### config.mk
export PLATFORM = sky130hd
export DESIGN_NAME = sss_switch_flat
export DESIGN_NICKNAME = d
export VERILOG_FILES = /design/src/rtl/sss_pkg.sv /design/src/rtl/sss_link_if.sv /design/src/rtl/sss_switch.sv /design/src/flat_wrapper.sv
export SDC_FILE = /design/constraint.sdc
export NUM_CORES = 1
export LEC_CHECK = 0
export BUFFER_PORTS_ARGS = -buffer_cell sky130_fd_sc_hd__buf_2
export CAP_MARGIN = 20
export CORE_ASPECT_RATIO = 0.9
export CORE_MARGIN = 2
export CORE_UTILIZATION = 41
export CTS_CLUSTER_DIAMETER = 40
export DETAILED_ROUTE_END_ITERATION = 6
export HOLD_SLACK_MARGIN = 0.1
export PLACE_DENSITY = 0.73
export SYNTH_ARGS = -nofsm -noshare
export SYNTH_HDL_FRONTEND = slang
export SYNTH_SLANG_ARGS = --single-unit
### constraint.sdc
create_clock -name clk_in -period 0.88 [get_ports clk_in]
set_input_delay 0 -clock clk_in [delete_from_list [all_inputs] [get_ports clk_in]]
set_output_delay 0 -clock clk_in [all_outputs]
set_load 0.02 [all_outputs]
### src/rtl/sss_pkg.sv
// Package for the serial signal switch: select codes, register offsets, field layouts
// Overview of operation
// - Decoder code 00 zero, 01 analog default
// - Decoder code 10 takes aux input, subcarrier
// - Decoder code 11 takes aux input, plain
// - Modulator code 00 holds zero, carrier off
// - Modulator code 01 holds one, continuous carrier
// - Modulator code 10 default, encoder envelope
// - Modulator code 11 takes aux input, Miller
// - Output codes 000 low, 001 high, 010 envelope
// - Output code 011 raw transmit bit stream
// - Output code 100 regenerated receiver signal
// - Output code 101 subcarrier demodulator; 110/111 reserved
// - Test-route override bit takes aux output
// - Analog end uses modulator 3, output 4
// - Digital end uses output 2, decoder 2
// - Split arrangement only at 106 kBd
// - Two RF paths operated one at a time
package sss_pkg;

  localparam logic [5:0] SSS_ADDR_TRANSMIT_CONTROL   = 6'h11;
  localparam logic [5:0] SSS_ADDR_RECEIVE_CONTROL_TWO = 6'h1E;
  localparam logic [5:0] SSS_ADDR_AUX_OUTPUT_SELECT   = 6'h26;
  localparam logic [5:0] SSS_ADDR_DIGITAL_TEST_SELECT = 6'h3D;

  localparam int SSS_MOD_SEL_LSB   = 0;
  localparam int SSS_DEC_SEL_LSB   = 0;
  localparam int SSS_AUX_SEL_LSB   = 0;
  localparam int SSS_OVERRIDE_BIT  = 7;

  localparam logic [1:0] SSS_DEC_ZERO    = 2'h0;
  localparam logic [1:0] SSS_DEC_ANALOG  = 2'h1;
  localparam logic [1:0] SSS_DEC_AUX_SUB = 2'h2;
  localparam logic [1:0] SSS_DEC_AUX_MAN = 2'h3;

  localparam logic [1:0] SSS_MOD_ZERO    = 2'h0;
  localparam logic [1:0] SSS_MOD_ONE     = 2'h1;
  localparam logic [1:0] SSS_MOD_ENVELOPE = 2'h2;
  localparam logic [1:0] SSS_MOD_AUX     = 2'h3;

  localparam logic [2:0] SSS_AUX_LOW      = 3'h0;
  localparam logic [2:0] SSS_AUX_HIGH     = 3'h1;
  localparam logic [2:0] SSS_AUX_ENVELOPE = 3'h2;
  localparam logic [2:0] SSS_AUX_RAW_TX   = 3'h3;
  localparam logic [2:0] SSS_AUX_RECEIVER = 3'h4;
  localparam logic [2:0] SSS_AUX_SUBDEMOD = 3'h5;

  localparam logic [1:0] SSS_DEC_RESET = SSS_DEC_ANALOG;
  localparam logic [1:0] SSS_MOD_RESET = SSS_MOD_ENVELOPE;
  localparam logic [2:0] SSS_AUX_RESET = SSS_AUX_LOW;

endpackage : sss_pkg

### src/rtl/sss_link_if.sv
// Interface joining the auxiliary serial pins of two reader ends
`timescale 1ns/100ps
interface sss_link_if;
  logic analog_to_digital;
  logic digital_to_analog;

  modport analog_end
  (
    input  digital_to_analog,
    output analog_to_digital
  );
  modport digital_end
  (
    input  analog_to_digital,
    output digital_to_analog
  );
endinterface : sss_link_if

### src/rtl/sss_switch.sv
// Serial signal switch of the device acting as analog front end
`timescale 1ns/100ps
module sss_switch
(
  input  wire logic           clk_in,
  input  wire logic           rst_b_in,
  sss_link_if.analog_end      link,
  input  wire logic           reg_wr_in,
  input  wire logic [5:0]     reg_addr_in,
  input  wire logic [7:0]     reg_wdata_in,
  output logic      [7:0]     reg_rdata_out,
  input  wire logic           envelope_in,
  input  wire logic           raw_tx_in,
  input  wire logic           receiver_in,
  input  wire logic           subdemod_in,
  input  wire logic           analog_rx_in,
  input  wire logic           test_route_in,
  output logic                decoder_data_out,
  output logic                modulator_data_out
);

  typedef struct packed {
    logic [1:0] mod_sel;
    logic [1:0] dec_sel;
    logic [2:0] aux_sel;
    logic       override;
    logic       aux_meta;
    logic       aux_sync;
    logic       aux_out;
    logic       dec_out;
    logic       mod_out;
    logic [7:0] rdata;
  } sss_state_t;

  sss_state_t st_reg;
  sss_state_t st_next;

  function automatic logic sss_hit(input logic [5:0] a, input logic [5:0] r);
    sss_hit = (a == r);
  endfunction : sss_hit

  always_comb
  begin
    st_next = st_reg;
    st_next.aux_meta = link.digital_to_analog;
    st_next.aux_sync = st_reg.aux_meta;
    if (reg_wr_in && sss_hit(reg_addr_in, sss_pkg::SSS_ADDR_TRANSMIT_CONTROL))
    begin
      st_next.mod_sel = reg_wdata_in[sss_pkg::SSS_MOD_SEL_LSB +: 2];
    end
    if (reg_wr_in && sss_hit(reg_addr_in, sss_pkg::SSS_ADDR_RECEIVE_CONTROL_TWO))
    begin
      st_next.dec_sel = reg_wdata_in[sss_pkg::SSS_DEC_SEL_LSB +: 2];
    end
    if (reg_wr_in && sss_hit(reg_addr_in, sss_pkg::SSS_ADDR_AUX_OUTPUT_SELECT))
    begin
      st_next.aux_sel = reg_wdata_in[sss_pkg::SSS_AUX_SEL_LSB +: 3];
    end
    if (reg_wr_in && sss_hit(reg_addr_in, sss_pkg::SSS_ADDR_DIGITAL_TEST_SELECT))
    begin
      st_next.override = reg_wdata_in[sss_pkg::SSS_OVERRIDE_BIT];
    end
    case (st_reg.dec_sel)
      sss_pkg::SSS_DEC_ZERO:    st_next.dec_out = 1'b0;
      sss_pkg::SSS_DEC_ANALOG:  st_next.dec_out = analog_rx_in;
      sss_pkg::SSS_DEC_AUX_SUB: st_next.dec_out = st_reg.aux_sync;
      sss_pkg::SSS_DEC_AUX_MAN: st_next.dec_out = st_reg.aux_sync;
      default:                  st_next.dec_out = 1'b0;
    endcase
    case (st_reg.mod_sel)
      sss_pkg::SSS_MOD_ZERO:     st_next.mod_out = 1'b0;
      sss_pkg::SSS_MOD_ONE:      st_next.mod_out = 1'b1;
      sss_pkg::SSS_MOD_ENVELOPE: st_next.mod_out = envelope_in;
      sss_pkg::SSS_MOD_AUX:      st_next.mod_out = st_reg.aux_sync;
      default:                   st_next.mod_out = 1'b0;
    endcase
    if (st_reg.override)
    begin
      st_next.aux_out = test_route_in;
    end
    else
    begin
      case (st_reg.aux_sel)
        sss_pkg::SSS_AUX_LOW:      st_next.aux_out = 1'b0;
        sss_pkg::SSS_AUX_HIGH:     st_next.aux_out = 1'b1;
        sss_pkg::SSS_AUX_ENVELOPE: st_next.aux_out = envelope_in;
        sss_pkg::SSS_AUX_RAW_TX:   st_next.aux_out = raw_tx_in;
        sss_pkg::SSS_AUX_RECEIVER: st_next.aux_out = receiver_in;
        sss_pkg::SSS_AUX_SUBDEMOD: st_next.aux_out = subdemod_in;
        default:                   st_next.aux_out = 1'b0;
      endcase
    end
    // Registered readback, one cycle behind the address
    st_next.rdata = 8'h00;
    case (reg_addr_in)
      sss_pkg::SSS_ADDR_TRANSMIT_CONTROL:    st_next.rdata[sss_pkg::SSS_MOD_SEL_LSB +: 2] = st_reg.mod_sel;
      sss_pkg::SSS_ADDR_RECEIVE_CONTROL_TWO: st_next.rdata[sss_pkg::SSS_DEC_SEL_LSB +: 2] = st_reg.dec_sel;
      sss_pkg::SSS_ADDR_AUX_OUTPUT_SELECT:   st_next.rdata[sss_pkg::SSS_AUX_SEL_LSB +: 3] = st_reg.aux_sel;
      sss_pkg::SSS_ADDR_DIGITAL_TEST_SELECT: st_next.rdata[sss_pkg::SSS_OVERRIDE_BIT] = st_reg.override;
      default:                               st_next.rdata = 8'h00;
    endcase
    if (!rst_b_in)
    begin
      st_next = '0;
      st_next.mod_sel = sss_pkg::SSS_MOD_RESET;
      st_next.dec_sel = sss_pkg::SSS_DEC_RESET;
      st_next.aux_sel = sss_pkg::SSS_AUX_RESET;
    end
  end

  always_ff @(posedge clk_in)
  begin
    st_reg <= st_next;
  end

  // analog end drives its selected aux output out
  assign link.analog_to_digital = st_reg.aux_out;
  assign reg_rdata_out          = st_reg.rdata;
  assign decoder_data_out       = st_reg.dec_out;
  assign modulator_data_out     = st_reg.mod_out;

endmodule : sss_switch

### src/flat_wrapper.sv
// flat-port wrapper written by rule: the top's interface ports become plain ports
module sss_switch_flat 
  (clk_in, rst_b_in, reg_wr_in, reg_addr_in, reg_wdata_in, reg_rdata_out, envelope_in, raw_tx_in, receiver_in, subdemod_in, analog_rx_in, test_route_in, decoder_data_out, modulator_data_out, link_digital_to_analog, link_analog_to_digital);
  sss_link_if link_i ();
  input  wire logic clk_in;
  input  wire logic rst_b_in;
  input  wire logic reg_wr_in;
  input  wire logic [5:0] reg_addr_in;
  input  wire logic [7:0] reg_wdata_in;
  output logic      [7:0] reg_rdata_out;
  input  wire logic envelope_in;
  input  wire logic raw_tx_in;
  input  wire logic receiver_in;
  input  wire logic subdemod_in;
  input  wire logic analog_rx_in;
  input  wire logic test_route_in;
  output logic decoder_data_out;
  output logic modulator_data_out;
  input wire logic [$bits(link_i.digital_to_analog)-1:0] link_digital_to_analog;
  output wire logic [$bits(link_i.analog_to_digital)-1:0] link_analog_to_digital;
  assign link_i.digital_to_analog = link_digital_to_analog;
  assign link_analog_to_digital = link_i.analog_to_digital;
  sss_switch u_core (.clk_in(clk_in), .rst_b_in(rst_b_in), .link(link_i), .reg_wr_in(reg_wr_in), .reg_addr_in(reg_addr_in), .reg_wdata_in(reg_wdata_in), .reg_rdata_out(reg_rdata_out), .envelope_in(envelope_in), .raw_tx_in(raw_tx_in), .receiver_in(receiver_in), .subdemod_in(subdemod_in), .analog_rx_in(analog_rx_in), .test_route_in(test_route_in), .decoder_data_out(decoder_data_out), .modulator_data_out(modulator_data_out));
endmodule
==> Yosys cells after proc, flatten, opt, wreduce, memory -nomap -nowiden <==
Cells that the tools add are included.
{ "op_classes": {"addsub": 0, "mul": 0, "n_div": 0, "order_cmp": 0, "eq_ne": 15, "shifts": 0, "muxes": 5, "bitwise_logic": 0, "n_reduce_logical": 9} }
{ "op_table": {"columns": ["op", "n"], "rows": [
  ["6-bit by 5-bit equality test with 1-bit output (second input constant)", 2],
  ["6-bit equality test (second input constant)", 2],
  ["2-bit equality test (second input constant)", 4],
  ["3-bit by 2-bit equality test with 1-bit output (second input constant)", 2],
  ["3-bit equality test (second input constant)", 2],
  ["2-bit case mux with 3 select lines", 1],
  ["1-bit case mux with 5 select lines", 1],
  ["2-bit by 1-bit equality test with 1-bit output (second input constant)", 2],
  ["1-bit logical AND", 4],
  ["2-bit zero test", 2],
  ["1-bit case mux with 4 select lines", 1],
  ["2-bit AND reduction", 2],
  ["3-bit by 1-bit equality test with 1-bit output (second input constant)", 1],
  ["1-bit case mux with 3 select lines", 1],
  ["2-bit OR reduction", 1],
  ["1-bit 2-to-1 mux", 1]
]} }
{ "totals": {"ff_bits": 21, "latch_bits": 0, "ram_bits": 0, "rom_bits": 0, "in_bits": 24, "out_inout_bits": 11, "mem_count": 0} }

==> Longest topological paths before layout <==
Gate-level depths: netlist (run 1).
{ "logic_depth": {"depth_word": 3, "ltp_mapped": 4, "mapped_depth_nobuf": 3} }

==> Worst setup path after synthesis (run 1) <==
OpenSTA, ideal clock, no wires.
{ "synth_timing": {"path_type": "reg2reg", "start": "register u_core.st_reg[15] (netlist name)", "end": "register u_core.st_reg, in the netlist u_core.link.analog_to_digital", "arrival_ps": 816, "required_time_ps": 758, "path_slack_ps": -57, "stages_incl_launch_ff": 4, "n_path_buf": 0, "synth_period_minus_slack_ps": 937, "cell_sequence": "dfxtp_1 -> nand3b_1 -> a21oi_1 -> o311a_1"} }
{ "synth_via": {"elab_chain_len": 3, "word_cells_on_any_way": 7, "classes_between": "5 x eq/ne; 2 x mux"} }
{ "synth_rtl": {"columns": ["element", "line", "source"], "rows": [
  ["start, declared", "sss_switch.sv:35", "sss_state_t st_reg;"],
  ["start signal, assigned", "sss_switch.sv:113", "st_reg <= st_next;"],
  ["3-bit equality test, or another cell as far along", "sss_switch.sv:83", "case (st_reg.aux_sel)"],
  ["1-bit case mux with 5 select lines (*)", "sss_switch.sv:83", null],
  ["1-bit 2-to-1 mux (*)", "sss_switch.sv:77", "if (st_reg.override)"]
]} }
Mark *: on every way between the ends. The rest lies on a longest branch, timed or not.
A chain may end at the register's enable or synchronous reset.

==> Worst setup path in the final report (run 1) <==
{ "layout_timing": {"start": "register u_core.st_reg[16] (netlist name)", "end": "register u_core.st_reg, in the netlist u_core.link.analog_to_digital"} }
The elaborated chain is that of the path after synthesis.

==> results of run 1 <==
worst reg2reg max path, cell delays in order (launching register included):
cell      delay (ns)
dfxtp_2         0.37
nand2b_4        0.13
a221oi_2        0.05
o311a_1         0.32
Yosys cell counts, drive strengths merged, types with 2 or more instances:
master,n
dfxtp,17
and2b,2
a21oi,5
and4b,2
buf,9
clkbuf,2
inv,5
nand2b,2
mux2i,4
o21ai,4
nand3,8
nand4,5
nor2,3
nand3b,5
nand2,11
a31oi,2
and2,2
per-stage QoR:
step	TNS, ns	power, mW	hold WS [ns]
after detailed placement	-0.892	0.999	0.216
after global routing	-0.297	1.49	-0.00201
after CTS	-0.0828	1.43	-0.000710
final	-0.0960	1.44	-0.00381
after global placement	-0.607	0.991	0.205
after floorplan	-0.0245	0.903	0.0768
where the power goes:
| group | internal (mW) | switching (mW) | total, mW | leakage [nW] |
|---|---|---|---|---|
| Combinational | 0.122 | 0.115 | 0.237 | 0.387 |
| Clock | 0.169 | 0.249 | 0.418 | 0.0177 |
| Sequential | 0.781 | 0.00409 | 0.785 | 0.140 |
timing repair:
| item | 4_1_cts | 5_1_grt |
|---|---|---|
| setup buffers | 2 | 0 |
| pin swaps | 0 | 2 |
| resized for setup | 1 | 3 |
| hold buffers | 8 | 2 |
| endpoints found under the setup margin | 1 | 1 |
| endpoints found under the hold margin | 15 | 10 |
cells in the final DEF (no fill, tap or decap), types with 5 or more instances in the layout:
cell type,count
nand3_1,8
nand2_1,11
nand3b_1,5
dfxtp_1,14
inv_1,5
dlygate4sd3_1,10
buf_2,26
nand4_1,5
buf_4,16
metal layers:
layer	GRT usage	up-vias	part of all wire
met5	0	-	0
met4	0.111	0	0.024
met3	0.0195	4	0.047
met2	0.326	26	0.48
met1	0.181	387	0.45
li1	-	439	-
cell families after synthesis:
group / Yosys count / synth area share
AND/OR/NAND/NOR: 47 / 0.334
flip-flops: 17 / 0.410
buffers and inverters: 16 / 0.111
AO/OA/AOI/OAI: 13 / 0.0919
multiplexers: 4 / 0.0482
other: 1 / 0.00451
final timing paths:
path                                                    to  cells past startpoint
hold reg to reg               u_core.st_reg[11]$_SDFF_PN0_                      1
hold / removal          u_core.reg_rdata_out[7]$_SDFF_PN0_                      3
setup / recovery  u_core.link.analog_to_digital$_SDFF_PN0_                      3
setup reg to reg  u_core.link.analog_to_digital$_SDFF_PN0_                      3
cell type report:
type | instances | area, sq um | area share
clock buffers | 3 | 22.5 | 0.0188
flip-flops and latches | 17 | 344 | 0.287
repair buffers | 52 | 350 | 0.292
well taps | 25 | 31.3 | 0.0261
multi-input cells | 68 | 427 | 0.356
inverters | 5 | 18.8 | 0.0157
clock inverters | 1 | 5.00 | 0.00418
==> results.ini, run 1 <==
[sta]
fin_ws_ns=-0.0809
min_period_ns=0.961
rsz0062_at_grt=true
clock.fmax_mhz=1040
fin_crit_sh=1.09
hold_ws_ns=-0.00381
fin_skew_ns=0.000718
hold_viol_final=1
maxSlewViolCount=0
setup_viol=3

[global_route]
track_usage=0.170
grt_max_degree=15
grt_pass1_vias=769
grt-ovfl-total=0
antenna_found_initial=0
grt_first_pass_wirelength_microns=3000

[place]
place_ws_ns=-0.177
placed_cells_incl_taps=155
numPortBuffers=26
dpl_cell_area_sq_mm=0.00104
hpwl_microns=1470
finalWeightedCongestion=0.787

[worst_setup_path]
r2r_slack_ns=-0.08
cpMaxStageDelayCell=dfxtp_2
r2r-start=u_core.st_reg[16]$_SDFFE_PN0P_
cp-end-kind=register
critical_path.cell_chain=nand2b_4, a221oi_2, o311a_1
start_kind=register
critPathMaxStageDelay_ns=0.37
cp_top_family=flip-flops
startpoint=u_core.st_reg[16]$_SDFFE_PN0P_
path_buf_inv=0
crit_type=reg -> reg
crit_required_ns=1.07
crit_path_max_fanout=5
worstPathArrival_ns=1.15

[cells_and_area]
final_nets=171
postLayoutCellArea_sq_mm=0.00120
drive_gt1_frac=0.377
diodes=0
instances_no_fill=171
area_growth_syn_to_layout_pct=44.3
fin_util=0.626
fill_cells=169
largest_reg_flops=10

[status]
outcome=finished with violations
violations=hold timing, setup timing

[synthesis]
yosysWarnings=0
synth_cells=98
synth_ff_type=dfxtp_1
syn_area_per_cell_sq_um=8.48
synthArstFlopShare=0
synth_top_area_cell=dfxtp_1
synthTopCellsByArea=dfxtp_1, buf_4, nand2_1, mux2i_1, nand3_1
synth_edf_count=0
yosysSeqAreaShare=0.410
syn_area_sq_um=831
synth_cell_type_count=30
ys_seq_elements=17
synth_top_area_share=0.410

[drt]
num_vias=856
firstDrtPassIters=4
initialDrtViolationCount=13
route.antenna.remaining_nets=0
routed_wl_microns=1940
vias_per_cell=5.01
post-route-drc-count=0
post_drt_wl_per_cell_microns=11.3

[floorplan]
start_util=0.434
dieWidth_microns=51.5
die_h_microns=46.7
io_pins=35
fp-row-count=15
dieArea_sq_mm=0.00240
fp.coreArea_sq_mm=0.00191

[clock_network]
cts_sinks=17
clk_pin_slew_ns=0.10
htree_levels=1
cts_tree=done
cts-root-buf=clkbuf_4
cts_made_buffers=3
worstSkewPairLatency_ns=0.29
cts_max_path_buffers=2

[power]
powerDensity_mw_per_mm2=1200
p_leak_nw=0.544
ir_drop_mv=0.632

[worst_hold_path]
min-delay-path-class=in -> reg
hold_start=reg_addr_in[1]

[job]
cap_violations=0

No activity file was read; power rests on OpenSTA's default activity.
==> run 2: changes to the inputs <==
Settings changed: ABC_AREA from default to 1.
==> run 2 against run 1 <==
Against the previous run:
- the run now ends clean
- wire length down 0.21%
- hold slack better by 0.071 ns
- clock power fell by 1%
- critical path depth is 2 higher
- first-iteration DRC count rose by 46%
- global-route usage is 1.8 points lower
- via count grew 1.8%
- clock skew up 0.0014 ns
- core utilization is 2.5 points lower
- die area up 2.2%
- critical path type unchanged
- critical endpoint unchanged
- largest power group unchanged
- highest routed layer unchanged
==> results.ini, run 2 <==
[status]
outcome=finished clean  ; was finished with violations

[clock_network]
cts_sinks=17  ; unchanged
cts-root-buf=clkbuf_4  ; unchanged
clk_pin_slew_ns=0.10  ; about the same
htree_levels=1  ; unchanged
cts_tree=done  ; unchanged
worstSkewPairLatency_ns=0.28  ; was 0.29 ns
cts_max_path_buffers=2  ; unchanged
cts_made_buffers=3  ; unchanged

[worst_setup_path]
crit_type=reg -> reg  ; unchanged
reg2reg_to=u_core.link.analog_to_digital$_SDFF_PN0_  ; unchanged
startpoint=u_core.st_reg[16]$_SDFFE_PN0P_  ; unchanged
crit_path_max_fanout=3  ; was 5
crit_required_ns=1.07  ; about the same
worstPathArrival_ns=1.03  ; was 1.15 ns
r2r_slack_ns=0.04  ; was -0.08 ns
crit_path_end=u_core.link.analog_to_digital$_SDFF_PN0_  ; unchanged
path_common_cell=nand2_1
cpMaxStageDelayCell=dfxtp_2  ; unchanged
critPathMaxStageDelay_ns=0.36  ; was 0.37 ns
critical_path.cell_chain=inv_2, o22ai_2, nand2_1, nand3_2, nand2_1  ; was nand2b_4, a221oi_2, o311a_1
cp-end-kind=register  ; unchanged
r2r_cells=5  ; was 3
start_kind=register  ; unchanged
r2r-start=u_core.st_reg[16]$_SDFFE_PN0P_  ; unchanged

[power]
p_leak_nw=0.618  ; was 0.544 nW
total_power_mw=1.43  ; was 1.44 mW
powerDensity_mw_per_mm2=1230  ; was 1200 mW/mm^2
ir_drop_mv=0.571  ; was 0.632 mV

[global_route]
grt_first_pass_wirelength_microns=2770  ; was 3000 microns
antenna_found_initial=0  ; unchanged
grt_pass1_vias=739  ; was 769
grt-ovfl-total=0  ; unchanged
grt_max_degree=11  ; was 15
track_usage=0.152  ; was 0.170

[synthesis]
synthTopCellsByArea=dfxtp_1, nand2_1, nand3_1, inv_1, nor2_1  ; was dfxtp_1, buf_4, nand2_1, mux2i_1, nand3_1
syn_area_per_cell_sq_um=6.92  ; was 8.48 sq um
synth_top_area_cell=dfxtp_1  ; unchanged
synth.most_common_cell=nand2_1  ; was dfxtp_1
yosysSeqAreaShare=0.400  ; was 0.410
synth_top_area_share=0.400  ; was 0.410
synthArstFlopShare=0  ; unchanged
synth_edf_count=0  ; unchanged
syn_area_sq_um=851  ; was 831 sq um
synth_common_cells=nand2_1, inv_1, dfxtp_1, nand3_1, nor2_1  ; was dfxtp_1, nand2_1, buf_4, nand3_1
synth_cells=123  ; was 98
yosysWarnings=0  ; unchanged
ys_seq_elements=17  ; unchanged
synth_ff_type=dfxtp_1  ; unchanged
synth_cell_type_count=17  ; was 30

[sta]
maxSlewViolCount=0  ; unchanged
fin_skew_ns=0.00209  ; was 0.000718 ns
fin_crit_sh=0.955  ; was 1.09
tns_ns=0  ; was -0.0960 ns
setup_viol=0  ; was 3
hold_viol_final=0  ; was 1
fin_ws_ns=0.0399  ; was -0.0809 ns
min_period_ns=0.840  ; was 0.961 ns
clock.fmax_mhz=1190  ; was 1040 MHz

[worst_hold_path]
min-delay-path-class=in -> reg  ; unchanged
hold_start=reg_addr_in[4]  ; was reg_addr_in[1]

[floorplan]
io_pins=35  ; unchanged
die_h_microns=47.2  ; was 46.7 microns
dieWidth_microns=52.0  ; was 51.5 microns
dieArea_sq_mm=0.00246  ; was 0.00240 sq mm
fp-row-count=15  ; unchanged
fp.coreArea_sq_mm=0.00193  ; was 0.00191 sq mm
start_util=0.440  ; was 0.434

[job]
cap_violations=0  ; unchanged

[drt]
num_vias=871  ; was 856
routed_wl_microns=1940  ; about the same
post_drt_wl_per_cell_microns=10.3  ; was 11.3 microns
initialDrtViolationCount=19  ; was 13
vias_per_cell=4.63  ; was 5.01
firstDrtPassIters=6  ; was 4
route.antenna.remaining_nets=0  ; unchanged
post-route-drc-count=0  ; unchanged

[cells_and_area]
final_common_cell=nand2_1  ; was buf_2
mostFrequentLayoutCells=nand2_1, buf_2, inv_1, nor2_1, nand3_1  ; was buf_2, buf_4, dfxtp_1
diodes=0  ; unchanged
drive_gt1_frac=0.294  ; was 0.377
area_growth_syn_to_layout_pct=36.6  ; was 44.3%
final_nets=188  ; was 171
largest_reg_flops=10  ; unchanged

[place]
place_ws_ns=-0.00484  ; was -0.177 ns
numPortBuffers=26  ; unchanged
hpwl_microns=1350  ; was 1470 microns
finalWeightedCongestion=0.788  ; was 0.787

-- run 2: cell types whose count changed in the layout (fill, tap and decap cells not counted), moves of 4 or more --
cell      previous run  this run
mux2i_1              4         0
nand2_1             11        28
nand3_1              8        16
nor2_1               3        16
buf_4               16         4
nand3b_1             5         0
inv_1                5        16
-- run 2: power breakdown --
| group | internal [mW] | switching, mW | total [mW] |
|---|---|---|---|
| registers | 0.782 | 0.00518 | 0.787 |
| logic | 0.104 | 0.123 | 0.226 |
| clock network | 0.169 | 0.244 | 0.413 |
| total | 1.05 | 0.372 | 1.43 |
-- run 2: final cells by class --
type	instances	area (sq um)
Fill cell	172	771
Inverter	18	67.6
Clock inverter	1	5.00
Clock buffer	3	22.5
Multi-Input combinational cell	82	403
Timing Repair Buffer	42	288
Sequential cell	17	345
Tap cell	25	31.3
-- run 2: worst max-delay path: cells and delay by family (launching register included) --
family | cells | cell delay, ns
DFF | 1 | 0.36
and+or+nand+nor | 3 | 0.19
AOI/OAI and AO/OA | 1 | 0.14
buffers and inverters | 1 | 0.05
-- run 2: kinds of logic after synthesis --
family | count (synthesis) | share of synthesized area
buf+inv | 27 | 0.163
simple gates | 70 | 0.382
compound gates | 8 | 0.0500
flops | 17 | 0.400
other cells | 1 | 0.00441
-- run 2: how the worst min path moves through the flow --
stage / end / slack (ns) / cells after the start
after floorplan: u_core.st_reg[12]$_SDFF_PN0_ / 0.1 / 2
after global placement: u_core.st_reg[12]$_SDFF_PN0_ / 0.18 / 3
after detailed placement: u_core.st_reg[12]$_SDFF_PN0_ / 0.19 / 3
after CTS: u_core.reg_rdata_out[7]$_SDFF_PN0_ / 0.09 / 5
after global routing: u_core.reg_rdata_out[7]$_SDFF_PN0_ / 0.11 / 5
final: u_core.reg_rdata_out[7]$_SDFF_PN0_ / 0.07 / 5
-- run 2: metal layers --
metal,part of all wire,vias up,global-route usage
met2,0.52,24,0.268
li1,-,455,-
met1,0.43,390,0.169
met3,0.042,2,0.0255
met4,0.0088,0,0.111
met5,0,-,0
-- run 2: what timing repair did --
action                                 in CTS  in global routing
setup endpoints to repair                   1                  9
buffers inserted                            0                  1
hold buffers                               14                  0
gates resized for setup                     2                 12
endpoints found under the hold margin      17                  0
pin swaps                                   0                  3
-- run 2: stage by stage --
stage | hold slack (ns) | util | std cells | area [sq um]
final | 0.0668 | 0.601 | 188 | 1160
after global routing | 0.110 | 0.601 | 188 | 1160
after CTS | 0.0882 | 0.588 | 188 | 1140
after global placement | 0.182 | 0.500 | 170 | 967
after floorplan | 0.0976 | - | 126 | 862
after detailed placement | 0.187 | 0.500 | 170 | 967
==> run 3: changes to the inputs <==
Settings changed: CELL_PAD_IN_SITES_DETAIL_PLACEMENT from default to 0, CELL_PAD_IN_SITES_GLOBAL_PLACEMENT from default to 1, CORE_UTILIZATION 41 to 28, PLACE_DENSITY 0.73 to default, PLACE_DENSITY_LB_ADDON from default to 0.1.
==> run 3 against run 2 <==
Against the previous run:
- clock power fell by 1%
- die area grew 42%
- critical path type is now in -> reg
- largest power group unchanged
- combinational power hardly changed
- largest cell class unchanged
==> results.ini, run 3 (synthesis gave the netlist of run 2 again) <==
[drt]
vias_per_cell=4.18  ; was 4.63
initialDrtViolationCount=15  ; was 19
routed_wl_microns=1970  ; was 1940 microns
post_drt_wl_per_cell_microns=9.59  ; was 10.3 microns
post-route-drc-count=0  ; unchanged
num_vias=857  ; was 871
firstDrtPassIters=4  ; was 6
route.antenna.remaining_nets=0  ; unchanged

[worst_hold_path]
hold_depth=5  ; unchanged
min-delay-path-class=in -> reg  ; unchanged

[cells_and_area]
diodes=0  ; unchanged
largest_reg_flops=10  ; unchanged
drive_gt1_frac=0.267  ; was 0.294
mostFrequentLayoutCells=nand2_1, buf_2, inv_1, nor2_1, nand3_1  ; unchanged
final_common_cell=nand2_1  ; unchanged
final_nets=190  ; was 188
postLayoutCellArea_sq_mm=0.00119  ; was 0.00116 sq mm
area_growth_syn_to_layout_pct=40.1  ; was 36.6%
regArea_sq_um=344  ; was 345 sq um
fill_cells=310  ; was 172
instances_no_fill=205  ; was 188
multiInputGateArea_sq_um=389  ; was 403 sq um

[worst_setup_path]
path_buf_inv=2  ; was 1
r2r_cells=5  ; unchanged
worstPathArrival_ns=1.08  ; was 1.03 ns
critPathMaxStageDelay_ns=0.52  ; was 0.36 ns
crit_required_ns=1.12  ; was 1.07 ns
start_kind=input port  ; was register
critical_path.cell_chain=dlygate4sd3_1, clkbuf_4, nand2_1, a31oi_1, nand3_1, nand2_1  ; was inv_2, o22ai_2, nand2_1, nand3_2, nand2_1
path_common_cell=nand2_1  ; unchanged
cp-end-kind=register  ; unchanged
cpMaxStageDelayCell=dlygate4sd3_1  ; was dfxtp_2
crit_path_max_fanout=8  ; was 3
worstSetupPathDepth=6  ; was 5
cp_top_family=buffers and inverters  ; was flip-flops
crit_type=in -> reg  ; was reg -> reg

[sta]
maxSlewViolCount=0  ; unchanged
setup_viol=0  ; unchanged
hold_ws_ns=0.0627  ; was 0.0668 ns
clock.fmax_mhz=1200  ; was 1190 MHz
hold_viol_final=0  ; unchanged
rsz0062_at_grt=false
min_period_ns=0.835  ; was 0.840 ns
fin_skew_ns=0.00786  ; was 0.00209 ns
fin_crit_sh=0.948  ; was 0.955

[floorplan]
dieWidth_microns=62.1  ; was 52.0 microns
start_util=0.302  ; was 0.440
dieArea_sq_mm=0.00350  ; was 0.00246 sq mm
fp-row-count=18  ; was 15
io_pins=35  ; unchanged
fp.coreArea_sq_mm=0.00282  ; was 0.00193 sq mm
die_h_microns=56.3  ; was 47.2 microns

[clock_network]
cts_tree=done  ; unchanged
htree_levels=1  ; unchanged
clk_pin_slew_ns=0.10  ; about the same
cts_sinks=17  ; unchanged
cts-hold-fix-buffers=13  ; was 14
cts_max_path_buffers=2  ; unchanged
worstSkewPairLatency_ns=0.29  ; was 0.28 ns
cts_made_buffers=3  ; unchanged
cts-root-buf=clkbuf_4  ; unchanged

[global_route]
grt_pass1_vias=823  ; was 739
grt_first_pass_wirelength_microns=3450  ; was 2770 microns
grt_max_degree=10  ; was 11
grt-ovfl-total=0  ; unchanged
antenna_found_initial=0  ; unchanged
track_usage=0.127  ; was 0.152

[power]
ir_drop_mv=0.625  ; was 0.571 mV
p_leak_nw=0.621  ; was 0.618 nW
powerDensity_mw_per_mm2=1190  ; was 1230 mW/mm^2

[status]
outcome=finished clean  ; unchanged

[place]
numPortBuffers=26  ; unchanged
finalWeightedCongestion=0.730  ; was 0.788
dpl_cell_area_sq_mm=0.00101  ; was 967 sq um
hpwl_microns=1530  ; was 1350 microns
placed_cells_incl_taps=186  ; was 170

[job]
cap_violations=0  ; unchanged

==> run 3: cell types whose count changed in the layout (fill, tap and decap cells not counted), sizes merged <==
cell	delta
dlymetal6s4s	-1
clkinv	-1
clkbuf	+3
dlygate4sd3	+1
==> run 3: power by group <==
part,internal (mW),switching (mW),leakage [nW]
clock network,0.176,0.233,0.0150
registers,0.782,0.00479,0.140
logic,0.109,0.118,0.467
==> run 3: metal layers <==
metal | GRT usage | wire length (microns) | up-vias
met5 | 0 | 0 | -
met4 | 0.0381 | 18 | 0
met3 | 0.0521 | 106 | 2
met2 | 0.205 | 913 | 20
met1 | 0.154 | 927 | 377
li1 | - | - | 458
==> run 3: worst paths after layout <==
check	startpoint	endpoint	slack (ns)
max	rst_b_in	u_core.link.analog_to_digital$_SDFF_PN0_	0.05
min	reg_addr_in[4]	u_core.reg_rdata_out[7]$_SDFF_PN0_	0.06
max reg2reg	u_core.st_reg[15]$_SDFFE_PN0P_	u_core.reg_rdata_out[1]$_SDFF_PN0_	0.06
min reg2reg	u_core.st_reg[12]$_SDFF_PN0_	u_core.st_reg[11]$_SDFF_PN0_	0.42
==> run 3: worst register-to-register path, cell delays in order, from the launching register on <==
cell and delay [ns]:
dfxtp_2 0.34, buf_4 0.13, nand3_1 0.08, nand3_1 0.08, nand2_1 0.06, inv_1 0.03
==> run 3: final cells by class <==
class                           count  share of cell area
Multi-Input combinational cell     82               0.326
Sequential cell                    17               0.289
Timing Repair Buffer               44               0.264
Inverter                           18              0.0567
Tap cell                           40              0.0420
Clock buffer                        4              0.0220
==> run 3: stage by stage <==
step                      setup WS (ns)   util  power, mW  setup TNS (ns)
after detailed placement        0.00149  0.357      0.985               0
after global routing            0.00122  0.424       1.51               0
after floorplan                   0.106      -      0.908               0
final                            0.0453  0.424       1.42               0
after global placement         -0.00751  0.357      0.984        -0.00751
after CTS                        0.0233  0.414       1.45               0
==> run 3: what timing repair did <==
item                                    4_1_cts  5_1_grt
buffers inserted                              0        2
endpoints found under the hold margin        16        1
endpoints found under the setup margin        1        2
gates resized for setup                       2        5
